==> config.mk <==
export PLATFORM = sky130hd
export DESIGN_NAME = dcs_switch
export DESIGN_NICKNAME = d
export VERILOG_FILES = /design/src/hw/dcs_pkg.sv /design/src/hw/dcs_switch.sv
export SDC_FILE = /design/constraint.sdc
export NUM_CORES = 1
export LEC_CHECK = 0
export ABC_CLOCK_PERIOD_IN_PS = 2800
export BUFFER_PORTS_ARGS = -buffer_cell sky130_fd_sc_hd__buf_2
export CAP_MARGIN = 10
export CELL_PAD_IN_SITES_DETAIL_PLACEMENT = 0
export CELL_PAD_IN_SITES_GLOBAL_PLACEMENT = 1
export CORE_ASPECT_RATIO = 1.1
export CORE_UTILIZATION = 34
export DETAILED_ROUTE_END_ITERATION = 7
export MAX_ROUTING_LAYER = met4
export PLACE_DENSITY_LB_ADDON = 0.2
export REMOVE_ABC_BUFFERS = 1
export SYNTH_ARGS = -nofsm -noshare
export SYNTH_HDL_FRONTEND = slang
export SYNTH_SLANG_ARGS = --single-unit
==> constraint.sdc <==
create_clock -name CLK -period 2.8 [get_ports CLK]
set_clock_uncertainty 0.05 [all_clocks]
set_input_delay 0.56 -clock CLK [delete_from_list [all_inputs] [get_ports CLK]]
set_output_delay 0.56 -clock CLK [all_outputs]
set_load 0.02 [all_outputs]
==> src/hw/dcs_pkg.sv <==
// Constants for the dual-channel switch: register map, status bytes, command codes.
// Assumes an AXI4-Lite master with 32-bit data; byte addresses below.
package dcs_pkg;
	// ---------------------------------------------------------------
	// Register map (byte addresses)
	// ---------------------------------------------------------------
	localparam logic [7:0] DCS_OFF_CTRL   = 8'h00; // [7:0] unit address
	localparam logic [7:0] DCS_OFF_CMD    = 8'h04; // wr: [7:0] command, [8] chained
	localparam logic [7:0] DCS_OFF_EVT    = 8'h08; // wr: events; rd: switch status
	localparam logic [7:0] DCS_OFF_FLAGS  = 8'h0c; // rd: primary flag word
	localparam logic [7:0] DCS_OFF_TAGS   = 8'h10; // rd: tags-in shadow
	localparam logic [7:0] DCS_OFF_SENSE  = 8'h14; // rd: count of sense executions
	// ---------------------------------------------------------------
	// Event write bits (DCS_OFF_EVT) and the chain bit of DCS_OFF_CMD
	// ---------------------------------------------------------------
	localparam int DCS_EVT_END_CHAIN = 0;
	localparam int DCS_EVT_STACK_CHK = 1;
	localparam int DCS_EVT_DEV_END   = 2;
	localparam int DCS_EVT_CLR_DE_A  = 3;
	localparam int DCS_EVT_CLR_DE_B  = 4;
	localparam int DCS_EVT_CLR_REJ   = 5;
	localparam int DCS_CMD_CHAIN_BIT = 8;
	// ---------------------------------------------------------------
	// Bytes and codes; bit 0 is the most significant bit of a byte
	// ---------------------------------------------------------------
	localparam logic [7:0] DCS_CMD_RESERVE   = 8'hf4;
	localparam logic [7:0] DCS_CMD_RELEASE   = 8'hd4;
	localparam logic [7:0] DCS_CMD_MOD_MASK  = 8'h20; // modifier bit 2
	localparam logic [7:0] DCS_STAT_BUSY     = 8'h50; // bits 1 and 3
	localparam logic [7:0] DCS_STAT_CUE      = 8'h20; // bit 2
	localparam logic [7:0] DCS_RESV_FLAG     = 8'h20; // reserve flag in flag word
	localparam logic [7:0] DCS_TAGS_HOLD     = 8'h20; // tags-in position 2
	localparam logic [7:0] DCS_UNIT_ADDR_RST = 8'h00;
	localparam logic [1:0] DCS_RESP_OKAY     = 2'b00;
	localparam logic [1:0] DCS_RESP_SLVERR   = 2'b10;
	typedef enum logic [2:0] {
		DCS_SW_IDLE = 3'b001,
		DCS_SW_A    = 3'b010,
		DCS_SW_B    = 3'b100
	} dcs_sw_t;
endpackage : dcs_pkg

==> src/hw/dcs_switch.sv <==
// Dual-channel interface switch: connects the common control logic to channel A or B.
// Assumes both channel interfaces and the register bus are synchronous to CLK.
//
// The AXI4-Lite slave port and the placing of the registers are this design's own decisions.
`timescale 1ns/1ps
module dcs_switch
	import dcs_pkg::*;
(
	input  wire logic        CLK,
	input  wire logic        RST,
	input  wire logic [7:0]  CHA_BUS_OUT,
	input  wire logic        CHA_ADDR_OUT,
	input  wire logic        CHA_SELECT,
	input  wire logic        CHA_RESET,
	input  wire logic        CHA_STAT_ACK,
	input  wire logic [7:0]  CHB_BUS_OUT,
	input  wire logic        CHB_ADDR_OUT,
	input  wire logic        CHB_SELECT,
	input  wire logic        CHB_RESET,
	input  wire logic        CHB_STAT_ACK,
	output logic             CHA_OP_IN,
	output logic             CHA_DRV_EN,
	output logic             CHA_STATUS_IN,
	output logic             CHA_REQ_IN,
	output logic [7:0]       CHA_BUS_IN,
	output logic             CHA_BUS_IN_P,
	output logic             CHB_OP_IN,
	output logic             CHB_DRV_EN,
	output logic             CHB_STATUS_IN,
	output logic             CHB_REQ_IN,
	output logic [7:0]       CHB_BUS_IN,
	output logic             CHB_BUS_IN_P,
	output logic             INIT_SEL,
	input  wire logic [7:0]  S_AXI_AWADDR,
	input  wire logic        S_AXI_AWVALID,
	output logic             S_AXI_AWREADY,
	input  wire logic [31:0] S_AXI_WDATA,
	input  wire logic [3:0]  S_AXI_WSTRB,
	input  wire logic        S_AXI_WVALID,
	output logic             S_AXI_WREADY,
	output logic [1:0]       S_AXI_BRESP,
	output logic             S_AXI_BVALID,
	input  wire logic        S_AXI_BREADY,
	input  wire logic [7:0]  S_AXI_ARADDR,
	input  wire logic        S_AXI_ARVALID,
	output logic             S_AXI_ARREADY,
	output logic [31:0]      S_AXI_RDATA,
	output logic [1:0]       S_AXI_RRESP,
	output logic             S_AXI_RVALID,
	input  wire logic        S_AXI_RREADY
);
	// ---------------------------------------------------------------
	// Channel decode
	// ---------------------------------------------------------------
	dcs_sw_t     sw_q, sw_d;
	logic [7:0]  unit_addr_q;
	logic [1:0]  sel_out_q, sel_dly_q, cue_q, cue_d, op_in_q, op_in_d;
	logic [1:0]  stin_q, reqin_q, reqin_d, de_pend_q, drv_q;
	logic [7:0]  bus_in_q [2];
	logic [1:0]  par_q;
	logic        resv_q, resv_d, resv_ch_q, resv_ch_d, hold_q, hold_d, origin_q, rej_q;
	logic [7:0]  flags_q, flags_d, tags_q, tags_d;
	logic [7:0]  sense_cnt_q;
	logic        init_q;
	wire  [15:0] bus_out      = {CHB_BUS_OUT, CHA_BUS_OUT};
	wire  [1:0]  addr_out     = {CHB_ADDR_OUT, CHA_ADDR_OUT};
	wire  [1:0]  select       = {CHB_SELECT, CHA_SELECT};
	wire  [1:0]  ch_reset     = {CHB_RESET, CHA_RESET};
	wire  [1:0]  stat_ack     = {CHB_STAT_ACK, CHA_STAT_ACK};
	wire  [1:0]  own          = {sw_q == DCS_SW_B, sw_q == DCS_SW_A};
	wire  [1:0]  own_d        = {sw_d == DCS_SW_B, sw_d == DCS_SW_A};
	wire  [1:0]  match, claim, other_busy, busy_hit, reset_ok, cue_go;
	wire         neutral      = (sw_q == DCS_SW_IDLE);
	wire         owner_ch     = own[1];

	genvar gi;
	generate
		for (gi = 0; gi < 2; gi++) begin : g_ch
			assign match[gi]      = addr_out[gi] && (bus_out[gi*8 +: 8] == unit_addr_q);
			assign claim[gi]      = ~sel_out_q[gi] & ~cue_q[gi];
			assign other_busy[gi] = own[1-gi] | (resv_q & (resv_ch_q != gi));
			// First cycle of a match, seen while the select latch is still set
			assign busy_hit[gi]   = match[gi] & sel_out_q[gi] & other_busy[gi];
			assign reset_ok[gi]   = ch_reset[gi] & (own[gi] | (resv_q & resv_ch_q == gi));
			assign cue_go[gi]     = own[gi] & cue_q[gi] & ~op_in_q[gi] & ~reqin_q[gi];
		end
	endgenerate

	// ---------------------------------------------------------------
	// Register bus decode
	// ---------------------------------------------------------------
	logic        awready_q, bvalid_q, arready_q, rvalid_q;
	logic [1:0]  bresp_q, rresp_q;
	logic [31:0] rdata_q, wdata_q;
	logic [7:0]  waddr_q;
	wire         wr_go   = S_AXI_AWVALID & S_AXI_WVALID & ~awready_q & ~bvalid_q;
	wire         rd_go   = S_AXI_ARVALID & ~arready_q & ~rvalid_q;
	logic [3:0]  wstrb_q;
	// Only the low byte lane strobe gates a write, though the chain bit sits in lane 1; a write without it is acknowledged and dropped
	wire         wr_do   = awready_q & wstrb_q[0];
	wire         wr_ctrl = wr_do & (waddr_q == DCS_OFF_CTRL);
	wire         wr_cmd  = wr_do & (waddr_q == DCS_OFF_CMD);
	wire         wr_evt  = wr_do & (waddr_q == DCS_OFF_EVT);
	wire         wr_map  = (waddr_q == DCS_OFF_CTRL) | (waddr_q == DCS_OFF_CMD) | (waddr_q == DCS_OFF_EVT);
	wire [7:0]   cmd     = wdata_q[7:0];
	wire         cmd_rr  = wr_cmd & ((cmd & ~DCS_CMD_MOD_MASK) == DCS_CMD_RELEASE) & ~neutral & |op_in_q;
	wire         chained = wdata_q[DCS_CMD_CHAIN_BIT];
	wire         is_resv = |(cmd & DCS_CMD_MOD_MASK);
	wire         end_chain = wr_evt & wdata_q[DCS_EVT_END_CHAIN];
	wire [31:0]  status_word = {18'h00000, sense_cnt_q[0], rej_q, hold_q, resv_ch_q, resv_q,
	                            de_pend_q, cue_q, op_in_q, sw_q};
	wire [31:0]  rd_mux =
		(S_AXI_ARADDR == DCS_OFF_CTRL)  ? {24'h000000, unit_addr_q} :
		(S_AXI_ARADDR == DCS_OFF_EVT)   ? status_word :
		(S_AXI_ARADDR == DCS_OFF_FLAGS) ? {24'h000000, flags_q} :
		(S_AXI_ARADDR == DCS_OFF_TAGS)  ? {24'h000000, tags_q} :
		(S_AXI_ARADDR == DCS_OFF_SENSE) ? {24'h000000, sense_cnt_q} : 32'h00000000;
	wire         rd_map  = (S_AXI_ARADDR == DCS_OFF_CTRL) | (S_AXI_ARADDR == DCS_OFF_EVT) |
	                       (S_AXI_ARADDR == DCS_OFF_FLAGS) | (S_AXI_ARADDR == DCS_OFF_TAGS) |
	                       (S_AXI_ARADDR == DCS_OFF_SENSE);

	// ---------------------------------------------------------------
	// Switch next state
	// ---------------------------------------------------------------
	always_comb begin
		sw_d      = sw_q;
		op_in_d   = op_in_q;
		cue_d     = cue_q | busy_hit;
		reqin_d   = reqin_q;
		resv_d    = resv_q;
		resv_ch_d = resv_ch_q;
		hold_d    = hold_q;
		flags_d   = flags_q;
		tags_d    = tags_q;
		// A foreign reset is ignored outright, so it cannot touch the other side's state
		if (|reset_ok) begin
			sw_d    = DCS_SW_IDLE;
			op_in_d = op_in_q & ~reset_ok;
			reqin_d = reqin_q & ~reset_ok;
			resv_d  = 1'b0;
			hold_d  = 1'b0;
			flags_d = flags_q & ~DCS_RESV_FLAG;
			tags_d  = tags_q & ~DCS_TAGS_HOLD;
		end else begin
			case (sw_q)
				DCS_SW_IDLE: begin
					// Port A wins a simultaneous claim; B keeps its claim for later
					if (claim[0] & select[0] & ~other_busy[0])
						sw_d = DCS_SW_A;
					else if (claim[1] & select[1] & ~other_busy[1])
						sw_d = DCS_SW_B;
					else if (cue_q[0] & ~other_busy[0])
						sw_d = DCS_SW_A;
					else if (cue_q[1] & ~other_busy[1])
						sw_d = DCS_SW_B;
				end
				DCS_SW_A, DCS_SW_B: begin
					if (own[owner_ch] & sel_dly_q[owner_ch] & ~op_in_q[owner_ch] & ~cue_q[owner_ch])
						op_in_d[owner_ch] = 1'b1;
					if (cue_go[owner_ch])
						reqin_d[owner_ch] = 1'b1;
					if (reqin_q[owner_ch] & stat_ack[owner_ch]) begin
						reqin_d[owner_ch] = 1'b0;
						cue_d[owner_ch]   = busy_hit[owner_ch];
					end
					if (end_chain)
						op_in_d[owner_ch] = 1'b0;
					if (wr_evt & wdata_q[DCS_EVT_STACK_CHK])
						hold_d = 1'b1;
					else if (stat_ack[owner_ch])
						hold_d = 1'b0;
					if (cmd_rr & ~chained) begin
						resv_d    = is_resv;
						resv_ch_d = owner_ch;
						flags_d   = is_resv ? (flags_q | DCS_RESV_FLAG) : (flags_q & ~DCS_RESV_FLAG);
						tags_d    = is_resv ? (tags_q | DCS_TAGS_HOLD) : (tags_q & ~DCS_TAGS_HOLD);
					end
					// Tags-in position 2 keeps the owner latch through the end of a chain
					if (~op_in_d[owner_ch] & ~hold_d & ~|(tags_d & DCS_TAGS_HOLD) & ~reqin_d[owner_ch] &
					    ~cue_d[owner_ch] & ~select[owner_ch])
						sw_d = DCS_SW_IDLE;
				end
				default: sw_d = DCS_SW_IDLE;
			endcase
		end
	end

	// ---------------------------------------------------------------
	// Switch registers
	// ---------------------------------------------------------------
	always_ff @(posedge CLK or posedge RST) begin
		if (RST) begin
			sw_q      <= DCS_SW_IDLE;
			op_in_q   <= 2'b00;
			cue_q     <= 2'b00;
			reqin_q   <= 2'b00;
			resv_q    <= 1'b0;
			resv_ch_q <= 1'b0;
			hold_q    <= 1'b0;
			flags_q   <= 8'h00;
			tags_q    <= 8'h00;
			drv_q     <= 2'b00;
			init_q    <= 1'b0;
			origin_q  <= 1'b0;
		end else begin
			sw_q      <= sw_d;
			op_in_q   <= op_in_d;
			cue_q     <= cue_d;
			reqin_q   <= reqin_d;
			resv_q    <= resv_d;
			resv_ch_q <= resv_ch_d;
			hold_q    <= hold_d;
			flags_q   <= flags_d;
			tags_q    <= tags_d;
			drv_q     <= (op_in_d | reqin_d) & own_d;
			init_q    <= |(op_in_d & ~op_in_q);
			if (|(op_in_d & ~op_in_q))
				origin_q <= op_in_d[1];
		end
	end

	always_ff @(posedge CLK or posedge RST) begin
		if (RST) begin
			sel_out_q <= 2'b11;
			sel_dly_q <= 2'b00;
		end else begin
			sel_dly_q <= select;
			for (int i = 0; i < 2; i++) begin
				if (match[i])
					sel_out_q[i] <= 1'b0;
				else if (~select[i] & ~addr_out[i] & ~op_in_q[i])
					sel_out_q[i] <= 1'b1;
			end
		end
	end

	// Status bytes toward the channels; short busy pulses status-in for one cycle with the busy byte
	always_ff @(posedge CLK or posedge RST) begin
		if (RST) begin
			stin_q      <= 2'b00;
			par_q       <= 2'b00;
			bus_in_q[0] <= 8'h00;
			bus_in_q[1] <= 8'h00;
		end else begin
			for (int i = 0; i < 2; i++) begin
				stin_q[i] <= busy_hit[i];
				if (busy_hit[i]) begin
					bus_in_q[i] <= DCS_STAT_BUSY;
					par_q[i]    <= ~^DCS_STAT_BUSY;
				end else if (reqin_d[i]) begin
					bus_in_q[i] <= DCS_STAT_CUE;
					par_q[i]    <= ~^DCS_STAT_CUE;
				end else begin
					bus_in_q[i] <= 8'h00;
					par_q[i]    <= 1'b1;
				end
			end
		end
	end

	// Device end, sense count and command reject; a set wins over a same-cycle clear
	always_ff @(posedge CLK or posedge RST) begin
		if (RST) begin
			de_pend_q   <= 2'b00;
			rej_q       <= 1'b0;
			sense_cnt_q <= 8'h00;
			unit_addr_q <= DCS_UNIT_ADDR_RST;
		end else begin
			for (int i = 0; i < 2; i++) begin
				if (wr_evt & wdata_q[DCS_EVT_DEV_END] & (origin_q == i))
					de_pend_q[i] <= 1'b1;
				else if (wr_evt & wdata_q[DCS_EVT_CLR_DE_A + i])
					de_pend_q[i] <= 1'b0;
			end
			if (cmd_rr & chained)
				rej_q <= 1'b1;
			else if (wr_evt & wdata_q[DCS_EVT_CLR_REJ])
				rej_q <= 1'b0;
			if (cmd_rr & ~chained)
				sense_cnt_q <= sense_cnt_q + 8'h01;
			if (wr_ctrl)
				unit_addr_q <= wdata_q[7:0];
		end
	end

	// ---------------------------------------------------------------
	// AXI4-Lite slave: address and data are taken together
	// ---------------------------------------------------------------
	always_ff @(posedge CLK or posedge RST) begin
		if (RST) begin
			awready_q <= 1'b0;
			bvalid_q  <= 1'b0;
			bresp_q   <= DCS_RESP_OKAY;
			waddr_q   <= 8'h00;
			wdata_q   <= 32'h00000000;
			wstrb_q   <= 4'h0;
			arready_q <= 1'b0;
			rvalid_q  <= 1'b0;
			rresp_q   <= DCS_RESP_OKAY;
			rdata_q   <= 32'h00000000;
		end else begin
			awready_q <= wr_go;
			if (wr_go) begin
				waddr_q <= S_AXI_AWADDR;
				wdata_q <= S_AXI_WDATA;
				wstrb_q <= S_AXI_WSTRB;
			end
			if (awready_q) begin
				bvalid_q <= 1'b1;
				bresp_q  <= wr_map ? DCS_RESP_OKAY : DCS_RESP_SLVERR;
			end else if (S_AXI_BREADY)
				bvalid_q <= 1'b0;
			arready_q <= rd_go;
			if (rd_go) begin
				rdata_q <= rd_mux;
				rresp_q <= rd_map ? DCS_RESP_OKAY : DCS_RESP_SLVERR;
			end
			if (arready_q)
				rvalid_q <= 1'b1;
			else if (S_AXI_RREADY)
				rvalid_q <= 1'b0;
		end
	end

	assign S_AXI_AWREADY = awready_q;
	assign S_AXI_WREADY  = awready_q;
	assign S_AXI_BVALID  = bvalid_q;
	assign S_AXI_BRESP   = bresp_q;
	assign S_AXI_ARREADY = arready_q;
	assign S_AXI_RVALID  = rvalid_q;
	assign S_AXI_RRESP   = rresp_q;
	assign S_AXI_RDATA   = rdata_q;
	assign CHA_OP_IN     = op_in_q[0];
	assign CHB_OP_IN     = op_in_q[1];
	assign CHA_DRV_EN    = drv_q[0];
	assign CHB_DRV_EN    = drv_q[1];
	assign CHA_STATUS_IN = stin_q[0];
	assign CHB_STATUS_IN = stin_q[1];
	assign CHA_REQ_IN    = reqin_q[0];
	assign CHB_REQ_IN    = reqin_q[1];
	assign CHA_BUS_IN    = bus_in_q[0];
	assign CHB_BUS_IN    = bus_in_q[1];
	assign CHA_BUS_IN_P  = par_q[0];
	assign CHB_BUS_IN_P  = par_q[1];
	assign INIT_SEL      = init_q;
endmodule : dcs_switch

==> run_results.csv, run 1 <==
group,metric,value,unit
final_layout,final_layout_size_suffix_gt1_frac,0.309,
die,core,12200,sq um
clocking,root_buffer,"clkbuf_16",
clocking,cts.sinks,84,
timing,setup_viol,0,
outcome,status,"completed",
final_layout,seq_area,2110,sq um
synth,synth_cell_types,58,
die,ios,151,
global_routing,grt_max_degree,85,
global_routing,grt_pass1_vias,3292,
power,vdd_drop_max,252,uV
synth,ys_seq_area_frac,0.490,
worst_hold_path,min_path_type,"input port to asynchronous set/reset pin",
setup_path,critical_path_class,"register to register",
clocking,clockBufferDepth,2,
setup_path,slowest_delay,600,ps
drt,via_per_inst,4.87,
final_layout,final_area,5220,sq um
clocking,cts_buffers,9,
drt,dr.pass1.iters,6,
setup_path,crit_family,"simple AND/OR/NAND/NOR gates",
die,die_x,109,um
drt,ant_nets,0,
clocking,cts_setup_buffers,0,
final_layout,fin_nets,616,
timing,min_period,2560,ps
clocking,path_clk_slew,60,ps
timing,tightest_slew,567,ps
clocking,ctsHoldBuffers,0,
placed_design,dp_hpwl,8.28,mm
setup_path,cp_cell_sequence,"or4_4, nor4_4, and4_1, mux2i_1, nand3b_2, a2bb2oi_1, nor3_1",
synth,syn_avg_cell_area,9.96,sq um
timing,drv_slew,0,
drt,wirelength,11.0,mm
placed_design,io_buffers,94,
placed_design,gp_congestion,0.830,
global_routing,antenna_found_initial,0,
timing,setup_tns,0,ps
synth,ys_warn_count,0,
drt,wl_per_cell,15.9,um
final_layout,n_antenna_cell,0,
clocking,cts_max_level,3,
setup_path,critPathArrivalTime,2720,ps
timing,period_share,0.913,
synth,async_reset_ff_frac,1.00,
placed_design,place_area,4880,sq um
flow_run,maxCapViolCount,0,
synth,synth-edff-count,0,
die,die_h,120,um
timing,rsz0062_at_grt,"no",
power,p_leak,2.54,nW
final_layout,area_growth,21.3,%
setup_path,crit_fanout,5,
clocking,clk_latency,340,ps
drt,drt_iter0_markers,173,
synth,synthFlopType,"dfrtp_1",
setup_path,crit_buf_inv,0,
synth,ys_ff_latch,84,
synth,syn-cell-area,4300,sq um
timing,fmax,0.391,GHz
timing,finalHoldViolCount,0,
clocking,cts_tree,"built",
timing,maxSlewHeadroom,0.618,
global_routing,overflow,0,
die,start_util,0.353,
die,rows,42,
clocking,post_cts_resized,0,
setup_path,required,2960,ps
global_routing,grt_util_all_layers,0.184,
power,power.density,610,nW/um^2
final_layout,fill_cells,1218,
setup_path,start_kind,"register",
timing,fin_ws,244,ps
setup_path,worst_path_max_delay_cell,"or4_4",
drt,num_vias,3363,
placed_design,dpl_worst_slack,207,ps
synth,syn_inst,432,
global_routing,grt_pass1_wl,17.3,mm
drt,post-route-drc-count,0,
final_layout,multi_input_area,1950,sq um
die,die-area,13100,sq um
power,finalPower,0.00318,W
setup_path,end_kind,"register",
==> cell usage after synthesis, drive strengths merged (6+ instances only) <==
cell / count / area (sq um)
dfrtp: 81 / 2030
nand2: 68 / 255
o21ai: 39 / 195
buf: 37 / 285
mux2: 26 / 293
nor2: 26 / 97.6
xnor2: 20 / 175
a21oi: 14 / 73.8
nand3: 14 / 70.1
inv: 11 / 41.3
clkbuf: 10 / 37.5
nor2b: 8 / 50.1
nor4: 6 / 73.8
==> kinds of logic after synthesis <==
family / share of synthesized area
flip-flops: 0.490
XOR/XNOR: 0.0468
buffers and inverters: 0.0855
adder cells (fa/ha/maj): 0.00291
multiplexers: 0.0750
other: 0.000872
AND/OR/NAND/NOR: 0.189
AO/OA/AOI/OAI: 0.110
==> worst min-delay path, cell delays in order <==
cell      delay [ps]
buf_2            100
clkinv_2          50
buf_12           360
==> power breakdown <==
part / internal, W / switching [W]
Clock: 0.000870 / 0.000495
Combinational: 0.000174 / 0.000238
Sequential: 0.00132 / 0.0000918
Total: 0.00236 / 0.000824
==> flip-flops by register name (all words and copies together), names as in the netlist, 2 cells and up <==
name and count:
S_AXI_RDATA 14, wdata_q 9, sense_cnt_q 8, unit_addr_q 8
waddr_q 8, sw_q 3, CHB_BUS_IN 2, cue_q 2
de_pend_q 2, drv_q 2, op_in_q 2, par_q 2
reqin_q 2, sel_dly_q 2, sel_out_q 2
==> layout by cell type, fill, tap and decap left out, drive strengths merged, types with 3 or more instances in the layout <==
| cell | instances |
|---|---|
| a211oi | 3 |
| a21o | 4 |
| a21oi | 14 |
| buf | 107 |
| bufinv | 3 |
| clkbuf | 9 |
| clkinv | 5 |
| conb | 30 |
| dfrtp | 81 |
| dfstp | 3 |
| inv | 11 |
| mux2 | 26 |
| mux2i | 3 |
| nand2 | 68 |
| nand2b | 3 |
| nand3 | 14 |
| nand4 | 5 |
| nor2 | 26 |
| nor2b | 8 |
| nor3 | 5 |
| nor3b | 4 |
| nor4 | 6 |
| o21ai | 39 |
| o31ai | 5 |
| xnor2 | 20 |
| xor2 | 3 |
==> metrics by stage <==
step | instances | hold WS, ps | utilization
finish | 691 | 255 | 0.428
floorplan | 414 | 391 | -
detailed placement | 675 | 404 | 0.400
CTS | 691 | 283 | 0.428
global route | 691 | 287 | 0.428
global placement | 675 | 405 | 0.400
==> metal layers <==
metal | share of wire | track usage | vias to the layer above
met2 | 0.46 | 0.274 | 107
met1 | 0.47 | 0.244 | 1604
met5 | 0 | - | -
li1 | - | - | 1634
met3 | 0.044 | 0.0418 | 18
met4 | 0.023 | 0.0675 | 0
==> path summary, 6_finish.rpt <==
path | from | end | slack [ps] | cells after the start
max | waddr_q[4] | sw_q[1] | 240 | 7
min | RST | waddr_q[4] | 250 | 3
min in group CLK | CHB_SELECT | sel_dly_q[1] | 330 | 1
max reg2reg | waddr_q[4] | sw_q[1] | 240 | 7
max in group asynchronous | RST | sel_out_q[0] | 2060 | 3
min reg2reg | S_AXI_RDATA[12] | S_AXI_RDATA[12] | 410 | 2
==> cell type report <==
cell class | instances | area share
repair buffers | 107 | 0.111
multi-input cells | 318 | 0.374
well taps | 154 | 0.0369
clock buffers | 9 | 0.0432
flip-flops and latches | 84 | 0.404
inverters | 12 | 0.00888
clock inverters | 7 | 0.0218
Note: power is estimated with default switching activity, not from simulation.
==> run 2, diff against run 1 <==
Settings changed: BUFFER_PORTS_ARGS -buffer_cell sky130_fd_sc_hd__buf_2 to not set, CORE_UTILIZATION 34 to 43, DONT_BUFFER_PORTS set to 1, HOLD_SLACK_MARGIN set to 0.08.
==> run 2 against run 1 <==
Compared with the run above: worst setup slack lost 2.0 ps; non-clock buffer count shrank 96; sequential cell count is the same; via count shrank 8.5%; combinational power shrank 25%; global-route usage grew 2.7 points; sequential share of layout area grew 6.0 points.
==> run_results.csv, run 2 (synthesized netlist as in run 1, its figures left out) <==
group,metric,value,unit
outcome,status,"completed",
power,p_int,0.00181,W
drt,num_vias,3076,
power,combPwrFrac,0.120,
timing,period_share,0.914,
final_layout,area_growth,5.47,%
timing,finalHoldViolCount,0,
global_routing,grt_util_all_layers,0.211,
timing,rsz0062_at_grt,"no",
die,rows,37,
power,p_seq_frac,0.552,
final_layout,largest_reg_flops,14,
final_layout,fin_nets,520,
timing,fmax,0.391,GHz
drt,drt_iter0_markers,202,
placed_design,io_buffers,0,
final_layout,final_cell_mix,"81 x dfrtp_1, 68 x nand2_1, 39 x o21ai_0",
setup_path,critPathArrivalTime,2760,ps
placed_design,gp_congestion,0.894,
setup_path,required,3000,ps
drt,wl_per_cell,18.2,um
timing,fin_ws,242,ps
worst_hold_path,min_path_type,"input port to asynchronous set/reset pin",
setup_path,end_kind,"register",
global_routing,grt_busiest_layer,"met2",
global_routing,met1_usage,0.267,
placed_design,dp_hpwl,7.65,mm
global_routing,grt_pass1_wl,16.4,mm
final_layout,final_area,4540,sq um
timing,maxSlewHeadroom,0.517,
die,die_h,107,um
setup_path,cp_cell_sequence,"or4_4, nor4_4, and4_1, mux2i_1, nand3b_2, a2111oi_2",
global_routing,use_met3,0.0528,
timing,setup_viol,0,
timing,setup_tns,0,ps
timing,tightest_slew,722,ps
drt,via_per_inst,5.51,
final_layout,fill_cells,931,
clocking,cts_buffers,9,
clocking,root_buffer,"clkbuf_8",
setup_path,critical_path_class,"register to register",
clocking,post_cts_resized,0,
setup_path,crit_family,"simple AND/OR/NAND/NOR gates",
power,clock_power_share,0.328,
power,p_leak,2.04,nW
die,ios,151,
drt,dr.pass1.iters,4,
die,start_util,0.451,
drt,wirelength,10.1,mm
drt,post-route-drc-count,0,
global_routing,grt_pass1_vias,3139,
power,power.density,571,nW/um^2
clocking,cts.sinks,84,
die,die-area,10400,sq um
timing,min_period,2560,ps
final_layout,n_antenna_cell,0,
drt,ant_nets,0,
global_routing,antenna_found_initial,0,
clocking,clockBufferDepth,2,
clocking,ctsHoldBuffers,0,
final_layout,final_common_cell,"dfrtp_1",
clocking,cts_max_level,3,
global_routing,grt_max_degree,47,
global_routing,met2_usage,0.327,
timing,drv_slew,0,
clocking,clk_latency,360,ps
flow_run,maxCapViolCount,0,
final_layout,final_layout_size_suffix_gt1_frac,0.159,
setup_path,worst_path_max_delay_cell,"or4_4",
setup_path,start_kind,"register",
clocking,path_clk_slew,100,ps
setup_path,slowest_delay,600,ps
placed_design,dpl_worst_slack,244,ps
power,power_switching,0.000787,W
die,die_x,97.4,um
setup_path,crit_fanout,5,
clocking,cts_tree,"built",
power,vdd_drop_max,276,uV
placed_design,place_area,4350,sq um
power,switching_share,0.303,
setup_path,crit_buf_inv,0,
global_routing,overflow,0,
die,core,9540,sq um
clocking,cts_setup_buffers,0,
-- run 2: layer usage --
metal / vias to the layer above / share of wire
met5: - / 0
met4: 0 / 0.026
met3: 18 / 0.060
met2: 109 / 0.47
met1: 1510 / 0.45
li1: 1439 / -
-- run 2: path summary, 6_finish.rpt --
| check | from | to | slack [ps] | cells after the start |
|---|---|---|---|---|
| max in group asynchronous | RST | sel_out_q[0] | 1840 | 2 |
| min in group CLK | CHA_SELECT | sel_dly_q[0] | 170 | 0 |
| worst min register to register | sense_cnt_q[7] | sense_cnt_q[7] | 430 | 1 |
| worst min-delay path | RST | waddr_q[4] | 110 | 1 |
| worst max-delay path | waddr_q[4] | drv_q[1] | 240 | 6 |
| worst max register to register | waddr_q[4] | drv_q[1] | 240 | 6 |
-- run 2: worst register-to-register path, cell delays in order (launching register included) --
cell and delay [ps]:
dfrtp_1 390, or4_4 600, nor4_4 300, and4_1 280, mux2i_1 260, nand3b_2 180, a2111oi_2 380
-- run 2: power by group through the flow --
stage	Sequential (W)	Combinational (W)	Clock (W)
5_1_grt	0.00145	0.000351	0.000918
2_1_floorplan	0.00142	0.000252	0
3_3_place_gp	0.00145	0.000307	0
4_1_cts	0.00143	0.000316	0.000871
3_5_place_dp	0.00146	0.000314	0
6_report	0.00143	0.000310	0.000851
-- run 2: layout make-up --
| class | instances | area (sq um) | share of cell area |
|---|---|---|---|
| inverter | 12 | 46.3 | 0.0102 |
| clock buffer | 10 | 138 | 0.0303 |
| multi-input combinational | 318 | 1950 | 0.430 |
| sequential | 84 | 2110 | 0.464 |
| tap | 117 | 146 | 0.0323 |
| clock inverter | 6 | 53.8 | 0.0119 |
| timing repair buffer | 11 | 95.1 | 0.0210 |
-- run 2: metrics by stage --
stage | std cells | hold slack (ps) | util | power, W
after global placement | 542 | 418 | 0.456 | 0.00176
after CTS | 558 | 127 | 0.476 | 0.00262
after detailed placement | 542 | 418 | 0.456 | 0.00177
final | 558 | 105 | 0.476 | 0.00259
after floorplan | 414 | 391 | - | 0.00167
after global routing | 558 | 152 | 0.476 | 0.00272
==> run 3, diff against run 2 <==
Settings changed: CORE_UTILIZATION 43 to 30.
==> run 3 against run 2 <==
Compared with the run above: critical path depth unchanged; cell area up 5.9%; combinational power up 5%; clock-buffer cell count up 1; sequential share of layout area down 2.6 points; sequential power about the same; non-clock buffer count up 5; first-iteration DRC count down 22%; global-route usage down 4.7 points; critical path type unchanged; critical endpoint unchanged; largest power group unchanged; highest routed layer unchanged.
==> run_results.csv, run 3 (synthesized netlist as in run 1, its figures left out) <==
group,metric,value,unit
global_routing,grt_busiest_layer,"met2",
setup_path,rrSetupSlack,200,ps
die,ios,151,
global_routing,use_met3,0.0361,
final_layout,final_layout_size_suffix_gt1_frac,0.168,
drt,num_vias,3060,
setup_path,crit_buf_inv,0,
drt,post-route-drc-count,0,
timing,maxSlewHeadroom,0.542,
timing,drv_slew,0,
setup_path,slowest_delay,600,ps
clocking,clockBufferDepth,2,
outcome,status,"completed",
timing,period_share,0.928,
clocking,path_clk_slew,60,ps
final_layout,final_cell_mix,"81 x dfrtp_1, 68 x nand2_1, 39 x o21ai_0",
final_layout,seq_area,2110,sq um
setup_path,critical_path_class,"register to register",
flow_run,maxCapViolCount,0,
placed_design,place_area,4470,sq um
setup_path,start_kind,"register",
global_routing,met1_usage,0.203,
global_routing,grt_pass1_vias,3048,
placed_design,io_buffers,0,
timing,min_period,2600,ps
placed_design,dp_hpwl,8.55,mm
final_layout,multi_input_area,1950,sq um
global_routing,grt_pass1_wl,17.3,mm
die,die_x,116,um
clocking,cts.sinks,84,
clocking,cts_buffers,9,
timing,finalHoldViolCount,0,
drt,ant_nets,0,
global_routing,overflow,0,
timing,fmax,0.385,GHz
setup_path,cp_cell_sequence,"or4_4, nor4_4, and4_1, mux2i_1, nand3b_2, a2111oi_2",
setup_path,r2r_cells,6,
drt,drt_iter0_markers,158,
final_layout,final_common_cell,"dfrtp_1",
setup_path,crit_fanout,5,
die,start_util,0.309,
timing,rsz0062_at_grt,"no",
placed_design,gp_congestion,0.868,
final_layout,area_growth,11.7,%
die,rows,45,
power,p_leak,2.13,nW
final_layout,stdcell_count,634,
clocking,clk_latency,340,ps
drt,dr.pass1.iters,4,
power,vdd_drop_max,302,uV
drt,wl_per_cell,17.2,um
die,die_h,128,um
final_layout,largest_reg_flops,14,
die,die-area,14800,sq um
setup_path,worst_path_max_delay_cell,"or4_4",
setup_path,critPathArrivalTime,2780,ps
clocking,post_cts_resized,0,
final_layout,n_antenna_cell,0,
setup_path,crit_family,"simple AND/OR/NAND/NOR gates",
setup_path,reg2reg_to,"drv_q[1]",
timing,setup_viol,0,
drt,via_per_inst,4.83,
global_routing,antenna_found_initial,0,
clocking,cts_tree,"built",
setup_path,r2r_start,"waddr_q[4]",
drt,wirelength,10.9,mm
setup_path,end_kind,"register",
final_layout,final_area,4810,sq um
clocking,cts_max_level,3,
global_routing,grt_max_degree,48,
global_routing,met2_usage,0.256,
power,power.density,642,nW/um^2
final_layout,fin_nets,525,
timing,tightest_slew,687,ps
global_routing,grt_util_all_layers,0.164,
clocking,root_buffer,"clkbuf_16",
setup_path,required,2980,ps
worst_hold_path,min_path_type,"input port to asynchronous set/reset pin",
clocking,ctsHoldBuffers,0,
final_layout,fill_cells,1429,
timing,setup_tns,0,ps
placed_design,dp.cells,618,
die,core,13900,sq um
clocking,cts_setup_buffers,0,
==> run 3: changes by cell type in the layout (fill, tap and decap cells not counted), sizes merged <==
cell    previous run  this run
buf               11        16
inv               14        11
bufinv             0         2
clkbuf            10        11
==> run 3: area by class of cell <==
type / count / area share
tap: 188 / 0.0489
timing repair buffer: 16 / 0.0276
clock inverter: 5 / 0.0169
inverter: 12 / 0.00963
multi-input combinational: 318 / 0.406
clock buffer: 11 / 0.0526
sequential: 84 / 0.438
==> run 3: worst max-delay path by stage <==
stage	cells after the start	endpoint	slack, ps	startpoint
6_report	6	drv_q[1]	200	waddr_q[4]
5_1_grt	7	sw_q[1]	120	waddr_q[5]
4_1_cts	6	drv_q[1]	160	waddr_q[4]
3_5_place_dp	6	drv_q[1]	180	waddr_q[4]
3_3_place_gp	6	drv_q[1]	200	waddr_q[4]
2_1_floorplan	2	waddr_q[0]	-380	S_AXI_AWREADY
==> run 3: through the flow <==
step	hold slack (ps)	total power (W)	worst slack (ps)	utilization
2_1_floorplan	391	0.00167	-375	-
3_3_place_gp	407	0.00178	199	0.322
3_5_place_dp	409	0.00179	179	0.322
4_1_cts	141	0.00313	165	0.346
5_1_grt	172	0.00324	122	0.346
6_report	121	0.00309	201	0.346
==> run 3: worst reg2reg max path, stage by stage, from the launching register on <==
cell and delay, ps:
dfrtp_1 370, or4_4 600, nor4_4 310, and4_1 290, mux2i_1 280, nand3b_2 180
a2111oi_2 390
==> run 3: layer usage <==
layer / part of all wire / routed length [um]
met1: 0.45 / 4900
met3: 0.045 / 488
met5: 0 / 0
met4: 0.020 / 223
met2: 0.49 / 5290
==> run 3: where the power goes <==
part	internal [W]	total [W]	switching [W]
Clock	0.000832	0.00133	0.000497
Combinational	0.000136	0.000326	0.000190
Sequential	0.00132	0.00143	0.000115
